$ cat src/include/attr_pkg.sv
// Table layout, memory-type codes and entry bit positions for page typing.
// Assumes one core clock domain; imported by every typing file.
package attr_pkg;

   // Table register layout
   localparam int TABLE_W    = 64;
   localparam int SLOT_W     = 8;
   localparam int SLOT_COUNT = 8;
   localparam int CODE_W     = 3;
   localparam int INDEX_W    = 3;

   // Slots 0..3 and 4..7: writeback, writethrough, uncacheable minus, uncacheable
   localparam logic [63:0] TABLE_RESET = 64'h0007_0406_0007_0406;

   // Entry bit positions
   localparam int SEL_BIT_LEAF  = 7;
   localparam int SEL_BIT_LARGE = 12;
   localparam int CD_BIT        = 4;
   localparam int WT_BIT        = 3;

   // Slot and effective memory types; code 2 marks the cache-disabled result
   typedef enum logic [2:0] {
      uncacheable              = 3'h0,
      write_combining          = 3'h1,
      cache_disabled_effective = 3'h2,
      writethrough_type        = 3'h4,
      write_protect            = 3'h5,
      writeback                = 3'h6,
      uncacheable_minus        = 3'h7
   } mem_type_e;

   // Kind of entry supplied by the walker
   typedef enum logic [1:0] {
      leaf_entry      = 2'h0,
      large_directory = 2'h1,
      upper_level     = 2'h2
   } entry_kind_e;

endpackage

$ cat src/include/typing_if.sv
// Signals shared by the typing core, the index extractor and the combiner.
// Assumes all users sit on the core clock; carries no state.
`timescale 1ns/100ps
interface typing_if #(
   parameter int ENTRY_W = 64
);
   import attr_pkg::*;

   logic [ENTRY_W-1:0] entry;
   entry_kind_e        kind;
   logic [INDEX_W-1:0] index;
   mem_type_e          slot_type;
   mem_type_e          range_type;
   logic               range_enable;
   mem_type_e          eff_type;

   modport index_side (input entry, input kind, output index);
   modport combine_side (input slot_type, input range_type, input range_enable, output eff_type);
endinterface

$ cat src/logic/page_attribute_memory_typing.sv
// Page attribute table: eight memory-type slots, index selection and
// combination with the range type, plus per-access cache policy flags.
// Assumes the walker and cache logic share core_clk_in; no synchronisers.
`timescale 1ns/100ps
module page_attribute_memory_typing #(
   parameter int ENTRY_W = 64,
   parameter int ADDR_W  = 52
) (
   // Clock and reset
   input  wire logic                          core_clk_in,
   input  wire logic                          arst_n_in,
   // Table register path
   input  wire logic                          wr_valid_in,
   input  wire logic [attr_pkg::TABLE_W-1:0]  wr_data_in,
   input  wire logic                          rd_valid_in,
   output logic                               wr_done_out,
   output logic                               fault_out,
   output logic                               fault_reserved_out,
   output logic [attr_pkg::SLOT_COUNT-1:0]    fault_slots_out,
   output logic                               rd_done_out,
   output logic [attr_pkg::TABLE_W-1:0]       rd_data_out,
   // Translation walker
   input  wire logic                          xlate_valid_in,
   input  wire logic [ENTRY_W-1:0]            entry_in,
   input  wire attr_pkg::entry_kind_e         kind_in,
   input  wire logic [ADDR_W-1:0]             phys_addr_in,
   input  wire attr_pkg::mem_type_e           range_type_in,
   input  wire logic                          range_enable_in,
   // Cache and bus logic
   output logic                               typed_valid_out,
   output logic [ADDR_W-1:0]                  typed_addr_out,
   output logic [attr_pkg::INDEX_W-1:0]       slot_index_out,
   output attr_pkg::mem_type_e                slot_type_out,
   output attr_pkg::mem_type_e                eff_type_out,
   output logic                               read_alloc_out,
   output logic                               read_excl_ok_out,
   output logic                               write_alloc_out,
   output logic                               write_to_memory_out,
   output logic                               write_hit_update_out,
   output logic                               write_hit_inval_out,
   output logic                               combine_ok_out,
   output logic                               spec_ok_out
);
   import attr_pkg::*;

   if (ADDR_W < 12 || ADDR_W > 64) begin : g_check
      $error("ADDR_W out of range");
   end

   typing_if #(.ENTRY_W(ENTRY_W)) link ();

   logic [TABLE_W-1:0]    table_q;
   logic [SLOT_COUNT-1:0] rsvd_bad;
   logic [SLOT_COUNT-1:0] code_bad;
   logic                  wr_reject;
   logic                  next_read_alloc;
   logic                  next_read_excl;
   logic                  next_write_alloc;
   logic                  next_write_mem;
   logic                  next_hit_update;
   logic                  next_hit_inval;
   logic                  next_combine;
   logic                  next_spec;

   // Per-slot write checks
   for (genvar i = 0; i < SLOT_COUNT; i++) begin : g_slot
      assign rsvd_bad[i] = |wr_data_in[i*SLOT_W+CODE_W +: SLOT_W-CODE_W];
      // Codes 2 and 3 have bits 2:1 equal to 01
      assign code_bad[i] = (wr_data_in[i*SLOT_W+1 +: 2] == 2'h1);
   end

   assign wr_reject = (|rsvd_bad) | (|code_bad);

   // Table register
   always_ff @(posedge core_clk_in or negedge arst_n_in) begin
      if (!arst_n_in) begin
         table_q <= TABLE_RESET;
      end else if (wr_valid_in && !wr_reject) begin
         table_q <= wr_data_in;
      end
   end

   // Write response
   always_ff @(posedge core_clk_in or negedge arst_n_in) begin
      if (!arst_n_in) begin
         wr_done_out        <= 1'b0;
         fault_out          <= 1'b0;
         fault_reserved_out <= 1'b0;
         fault_slots_out    <= '0;
      end else begin
         wr_done_out        <= wr_valid_in;
         fault_out          <= wr_valid_in && wr_reject;
         fault_reserved_out <= wr_valid_in && (|rsvd_bad);
         fault_slots_out    <= wr_valid_in ? (rsvd_bad | code_bad) : '0;
      end
   end

   // Read response
   always_ff @(posedge core_clk_in or negedge arst_n_in) begin
      if (!arst_n_in) begin
         rd_done_out <= 1'b0;
         rd_data_out <= '0;
      end else begin
         rd_done_out <= rd_valid_in;
         if (rd_valid_in) begin
            rd_data_out <= table_q;
         end
      end
   end

   // Indexing runs on every request with no bypass
   assign link.entry        = entry_in;
   assign link.kind         = kind_in;
   assign link.slot_type    = mem_type_e'(table_q[link.index*SLOT_W +: CODE_W]);
   assign link.range_type   = range_type_in;
   assign link.range_enable = range_enable_in;

   slot_index_extract #(
      .ENTRY_W (ENTRY_W)
   ) u_index (
      .link (link.index_side)
   );

   type_combine u_combine (
      .link (link.combine_side)
   );

   // Cache policy from the effective type
   always_comb begin
      next_read_alloc  = 1'b0;
      next_read_excl   = 1'b0;
      next_write_alloc = 1'b0;
      next_write_mem   = 1'b1;
      next_hit_update  = 1'b0;
      next_hit_inval   = 1'b0;
      next_combine     = 1'b0;
      next_spec        = 1'b0;
      unique case (link.eff_type)
         uncacheable, cache_disabled_effective: begin
            next_write_mem = 1'b1;
         end
         uncacheable_minus: begin
            next_write_mem = 1'b1;
         end
         write_combining: begin
            next_combine = 1'b1;
            next_spec    = 1'b1;
         end
         writethrough_type: begin
            next_read_alloc = 1'b1;
            next_hit_update = 1'b1;
            next_spec       = 1'b1;
         end
         write_protect: begin
            next_read_alloc = 1'b1;
            next_hit_inval  = 1'b1;
            next_spec       = 1'b1;
         end
         writeback: begin
            next_read_alloc  = 1'b1;
            next_read_excl   = 1'b1;
            next_write_alloc = 1'b1;
            next_write_mem   = 1'b0;
            next_hit_update  = 1'b1;
            next_spec        = 1'b1;
         end
         default: begin
            next_write_mem = 1'b1;
         end
      endcase
   end

   // Typed access result, one cycle after the request
   always_ff @(posedge core_clk_in or negedge arst_n_in) begin
      if (!arst_n_in) begin
         typed_valid_out <= 1'b0;
         typed_addr_out  <= '0;
         slot_index_out  <= '0;
         slot_type_out   <= uncacheable;
         eff_type_out    <= uncacheable;
      end else begin
         typed_valid_out <= xlate_valid_in;
         if (xlate_valid_in) begin
            typed_addr_out <= phys_addr_in;
            slot_index_out <= link.index;
            slot_type_out  <= link.slot_type;
            eff_type_out   <= link.eff_type;
         end
      end
   end

   // Policy flags, held with the typed result
   always_ff @(posedge core_clk_in or negedge arst_n_in) begin
      if (!arst_n_in) begin
         read_alloc_out       <= 1'b0;
         read_excl_ok_out     <= 1'b0;
         write_alloc_out      <= 1'b0;
         write_to_memory_out  <= 1'b0;
         write_hit_update_out <= 1'b0;
         write_hit_inval_out  <= 1'b0;
         combine_ok_out       <= 1'b0;
         spec_ok_out          <= 1'b0;
      end else if (xlate_valid_in) begin
         read_alloc_out       <= next_read_alloc;
         read_excl_ok_out     <= next_read_excl;
         write_alloc_out      <= next_write_alloc;
         write_to_memory_out  <= next_write_mem;
         write_hit_update_out <= next_hit_update;
         write_hit_inval_out  <= next_hit_inval;
         combine_ok_out       <= next_combine;
         spec_ok_out          <= next_spec;
      end
   end
endmodule

$ cat src/logic/slot_index_extract.sv
// Forms the three-bit slot index from one translation-table entry.
// Assumes the walker presents the entry selected by the paging mode.
`timescale 1ns/100ps
module slot_index_extract #(
   parameter int ENTRY_W = 64
) (
   // Entry in, index out
   typing_if.index_side link
);
   import attr_pkg::*;

   logic select_bit;

   if (ENTRY_W <= SEL_BIT_LARGE) begin : g_check
      $error("ENTRY_W too narrow for the select bit");
   end

   always_comb begin
      unique case (link.kind)
         leaf_entry:      select_bit = link.entry[SEL_BIT_LEAF];
         large_directory: select_bit = link.entry[SEL_BIT_LARGE];
         upper_level:     select_bit = 1'b0;
         default:         select_bit = 1'b0;
      endcase
   end

   // Select bit high, then cache disable, then writethrough
   assign link.index = {select_bit, link.entry[CD_BIT], link.entry[WT_BIT]};

endmodule

$ cat src/logic/type_combine.sv
// Combines the selected slot type with the range-register type.
// Assumes slot codes 2 and 3 never reach it; writes reject them.
`timescale 1ns/100ps
module type_combine (
   // Slot and range types in, effective type out
   typing_if.combine_side link
);
   import attr_pkg::*;

   always_comb begin
      mem_type_e range_t;
      range_t = link.range_enable ? link.range_type : uncacheable;
      unique case (link.slot_type)
         uncacheable: begin
            link.eff_type = (range_t == uncacheable) ? uncacheable : cache_disabled_effective;
         end
         uncacheable_minus: begin
            if (range_t == uncacheable || range_t == write_combining) begin
               link.eff_type = range_t;
            end else begin
               link.eff_type = cache_disabled_effective;
            end
         end
         write_combining: begin
            link.eff_type = write_combining;
         end
         write_protect: begin
            unique case (range_t)
               uncacheable:             link.eff_type = uncacheable;
               write_protect, writeback: link.eff_type = write_protect;
               default:                 link.eff_type = cache_disabled_effective;
            endcase
         end
         writethrough_type: begin
            unique case (range_t)
               uncacheable:                    link.eff_type = uncacheable;
               write_combining, write_protect: link.eff_type = cache_disabled_effective;
               default:                        link.eff_type = writethrough_type;
            endcase
         end
         writeback: begin
            link.eff_type = range_t;
         end
         default: begin
            link.eff_type = uncacheable;
         end
      endcase
   end

endmodule
$ cat config.mk
export PLATFORM = sky130hd
export DESIGN_NAME = page_attribute_memory_typing
export DESIGN_NICKNAME = d
export VERILOG_FILES = /design/src/include/attr_pkg.sv /design/src/include/typing_if.sv /design/src/logic/page_attribute_memory_typing.sv /design/src/logic/slot_index_extract.sv /design/src/logic/type_combine.sv
export SDC_FILE = /design/constraint.sdc
export NUM_CORES = 1
export LEC_CHECK = 0
export BUFFER_PORTS_ARGS = -buffer_cell sky130_fd_sc_hd__buf_2
export CORE_AREA = 2 2 134 136
export CTS_CLUSTER_SIZE = 20
export DETAILED_ROUTE_END_ITERATION = 16
export DIE_AREA = 0 0 136 138
export GPL_ROUTABILITY_DRIVEN = 1
export HOLD_SLACK_MARGIN = 0.1
export PLACE_DENSITY = 0.89
export SYNTH_ARGS = -nofsm -noshare
export SYNTH_HDL_FRONTEND = slang
export SYNTH_HIERARCHICAL = 1
export SYNTH_SLANG_ARGS = --single-unit
$ cat constraint.sdc
create_clock -name core_clk_in -period 3.1 [get_ports core_clk_in]
set_input_delay 0.155 -clock core_clk_in [delete_from_list [all_inputs] [get_ports core_clk_in]]
set_output_delay 0.155 -clock core_clk_in [all_outputs]
set_load 0.02 [all_outputs]
==> impl_metrics.env <==
export IMPL_async_flop_share_pct=100
export IMPL_dieArea_mm2=0.0188
export IMPL_cts_made_buffers=22
export IMPL_setup_viol=0
export IMPL_maxSlewViolCount=0
export IMPL_fin_worst_skew_ns=0.00679
export IMPL_drive_gt1_share_pct=54.7
export IMPL_status="completed"
export IMPL_synth_most_common_cell="dfrtp_1"
export IMPL_slew_headroom_pct=46.0
export IMPL_setup_tns_ns=0
export IMPL_htree_levels=1
export IMPL_die_w_um=136
export IMPL_finalHoldViolCount=0
export IMPL_critPathKind="reg -> reg"
export IMPL_io_buffers=276
export IMPL_avgRoutedWirePerCell_um=19.0
export IMPL_wl_um=21700
export IMPL_crit_required_ns=3.48
export IMPL_drcViolationCount=0
export IMPL_final_cells=1143
export IMPL_nFillCells=1173
export IMPL_clk_latency_ns=0.49
export IMPL_die_y_um=138
export IMPL_crit_path_start_kind="flop"
export IMPL_synth_area_leaders="dfrtp_1, mux2_2, nor2b_1, dfstp_2, mux2_4"
export IMPL_synth_common_cells="dfrtp_1, mux2_2, nor2b_1, mux2_4, clkbuf_1"
export IMPL_synth_top_area_cell="dfrtp_1"
export IMPL_switchingPower_w=0.00140
export IMPL_coreArea_mm2=0.0175
export IMPL_synth_edff_count=0
export IMPL_dpl_instance_area_mm2=0.00982
export IMPL_finish_instance_area_mm2=0.0115
export IMPL_ys_flop_type="dfrtp_1"
export IMPL_multiInputGateArea_mm2=0.00276
export IMPL_avgViaCountPerCell=5.10
export IMPL_layout_min_cycle_time_ns=2.68
export IMPL_syn_cell_area_mm2=0.00821
export IMPL_power_frac_comb_pct=10.7
export IMPL_start_util_pct=46.8
export IMPL_worst_ir_drop_vdd_uv=373
export IMPL_drt_iter0_drc=217
export IMPL_seqPwrFrac_pct=47.0
export IMPL_fin_nets=1088
export IMPL_grt_util_all_layers_pct=23.0
export IMPL_io_pin_count=337
export IMPL_synth_cell_types=42
export IMPL_vias=5833
export IMPL_tightest_slew_ns=0.810
export IMPL_synth_ff_latch_count=209
export IMPL_avgSynthCellArea_um2=15.7
export IMPL_holdPathStages=2
export IMPL_clk_pin_slew_worst_paths_ns=0.06
export IMPL_drv_cap=0
export IMPL_ff2ff_path_depth=8
export IMPL_syn_nets=715
export IMPL_max_freq_mhz=373
export IMPL_yosysSeqAreaShare_pct=63.9
export IMPL_intPower_w=0.00468
export IMPL_rsz0062_at_grt="false"
export IMPL_regArea_mm2=0.00525
export IMPL_cp_arrival_ns=3.06
export IMPL_cts_buffer_depth=3
export IMPL_overflow=0
export IMPL_powerDensity_mw_per_mm2=529
export IMPL_antenna_found_initial=1
export IMPL_yosys_warnings=6
export IMPL_place_inst=1007
export IMPL_swShare_pct=23.0
export IMPL_p_leak_nw=5.87
export IMPL_first_pass_iters=4
export IMPL_clock_sinks=209
export IMPL_antenna_left=0
export IMPL_place_gp_congestion=0.813
export IMPL_dp_hpwl_um=13400
export IMPL_grt_pass1_wl_um=34000
export IMPL_critical_path_max_fanout=11
export IMPL_grt_pass1_vias=6286
export IMPL_pwr_share_clk_pct=42.2
export IMPL_postCtsSetupBuffers=0
export IMPL_end_kind="flop"
export IMPL_syn_to_final_growth_pct=40.0
export IMPL_clockRootBuffer="clkbuf_16"
export IMPL_row_count=49
export IMPL_tritoncts="yes"
export IMPL_grt_max_degree=75
export IMPL_finalCritPeriodShare_pct=86.6
export IMPL_synthCells=524
export IMPL_yosys_area_top_type_share_pct=60.1
export IMPL_hp_class="in -> reg"
routing by layer:
metal	routed length [µm]	global-route usage, %
met1	8580	28.1
met2	10900	39.9
met3	1540	4.95
met4	675	8.66
met5	0	0
worst max-delay path, stage by stage (launching register included):
cell and delay, ns:
dfrtp_1 0.42, mux4_2 0.49, mux2_2 0.39, xor2_1 0.17
nor4b_1 0.30, a211o_1 0.25, nand2b_1 0.20, nor2_1 0.06
mux2_2 0.27
cells in the final DEF (no fill, tap or decap), drive strengths merged, types with 3 or more instances in the layout:
cell | Yosys | routed
inv | 5 | 5
dfstp | 12 | 12
a21oi | 3 | 3
nand2 | 5 | 5
mux2 | 153 | 153
or4 | 8 | 8
mux4 | 6 | 6
dfrtp | 197 | 197
clkbuf | 18 | 38
o31a | 8 | 8
nor4 | 7 | 7
buf | 14 | 285
nor2 | 5 | 5
nand3 | 3 | 3
nor2b | 51 | 51
dlygate4sd3 | 0 | 95
o21ai | 6 | 6
flip-flops by register name, summed over array words and instances, names as in the netlist, 3 cells and up:
name / flops
fault_slots_out: 8
rd_data_out: 64
eff_type_out: 3
table_q: 64
typed_addr_out: 52
slot_type_out: 3
slot_index_out: 3
power by group through the flow:
stage / clock, W / combinational (W) / sequential (W)
final: 0.00257 / 0.000650 / 0.00286
after global routing: 0.00275 / 0.000695 / 0.00287
after CTS: 0.00263 / 0.000639 / 0.00285
after detailed placement: 0 / 0.000542 / 0.00290
after global placement: 0 / 0.000529 / 0.00289
after floorplan: 0 / 0.000158 / 0.00301
path summary, 6_finish.rpt:
check                           slack, ns                         endpoint                       startpoint
worst max-delay path                 0.42       combine_ok_out$_DFFE_PN0P_          table_q[32]$_DFFE_PN0P_
worst min-delay path                 0.14    slot_index_out[1]$_DFFE_PN0P_                      entry_in[4]
worst max register to register       0.42       combine_ok_out$_DFFE_PN0P_          table_q[32]$_DFFE_PN0P_
worst min register to register       0.49  write_to_memory_out$_DFFE_PN0P_  write_to_memory_out$_DFFE_PN0P_
max in group asynchronous            2.00   typed_addr_out[15]$_DFFE_PN0P_                        arst_n_in
min in group asynchronous            0.25   typed_addr_out[24]$_DFFE_PN0P_                        arst_n_in
what timing repair did:
action,CTS,global route
hold endpoints to repair,159,0
gates resized for setup,0,0
hold buffers,95,0
area by class of cell:
cell class	instances	share of cell area, %
multi-input combinational	278	24.0
sequential	209	45.6
antenna	1	0.0218
tap	229	2.49
inverter	5	0.163
timing repair buffer	381	21.5
clock buffer	37	5.90
clock inverter	3	0.348
kinds of logic (layout without fill, tap and decap cells):
logic type	after synthesis	in the layout	synth area share, %
flip-flops	209	209	63.9
other	0	1	0
XOR/XNOR	2	2	0.213
AO/OA/AOI/OAI	24	24	2.04
multiplexers	160	160	23.7
AND/OR/NAND/NOR	92	92	7.67
buffers and inverters	37	426	2.50
stage by stage:
step | util (%) | power (W) | hold slack (ns) | setup WS (ns)
6_report | 65.6 | 0.00608 | 0.138 | 0.416
5_1_grt | 65.6 | 0.00631 | 0.129 | 0.295
4_1_cts | 65.5 | 0.00612 | 0.110 | 0.487
3_5_place_dp | 56.0 | 0.00344 | 0.221 | 0.375
3_3_place_gp | 56.0 | 0.00342 | 0.219 | 0.416
2_1_floorplan | - | 0.00316 | -0.141 | 0.454
No activity file was read; power rests on OpenSTA's default activity.
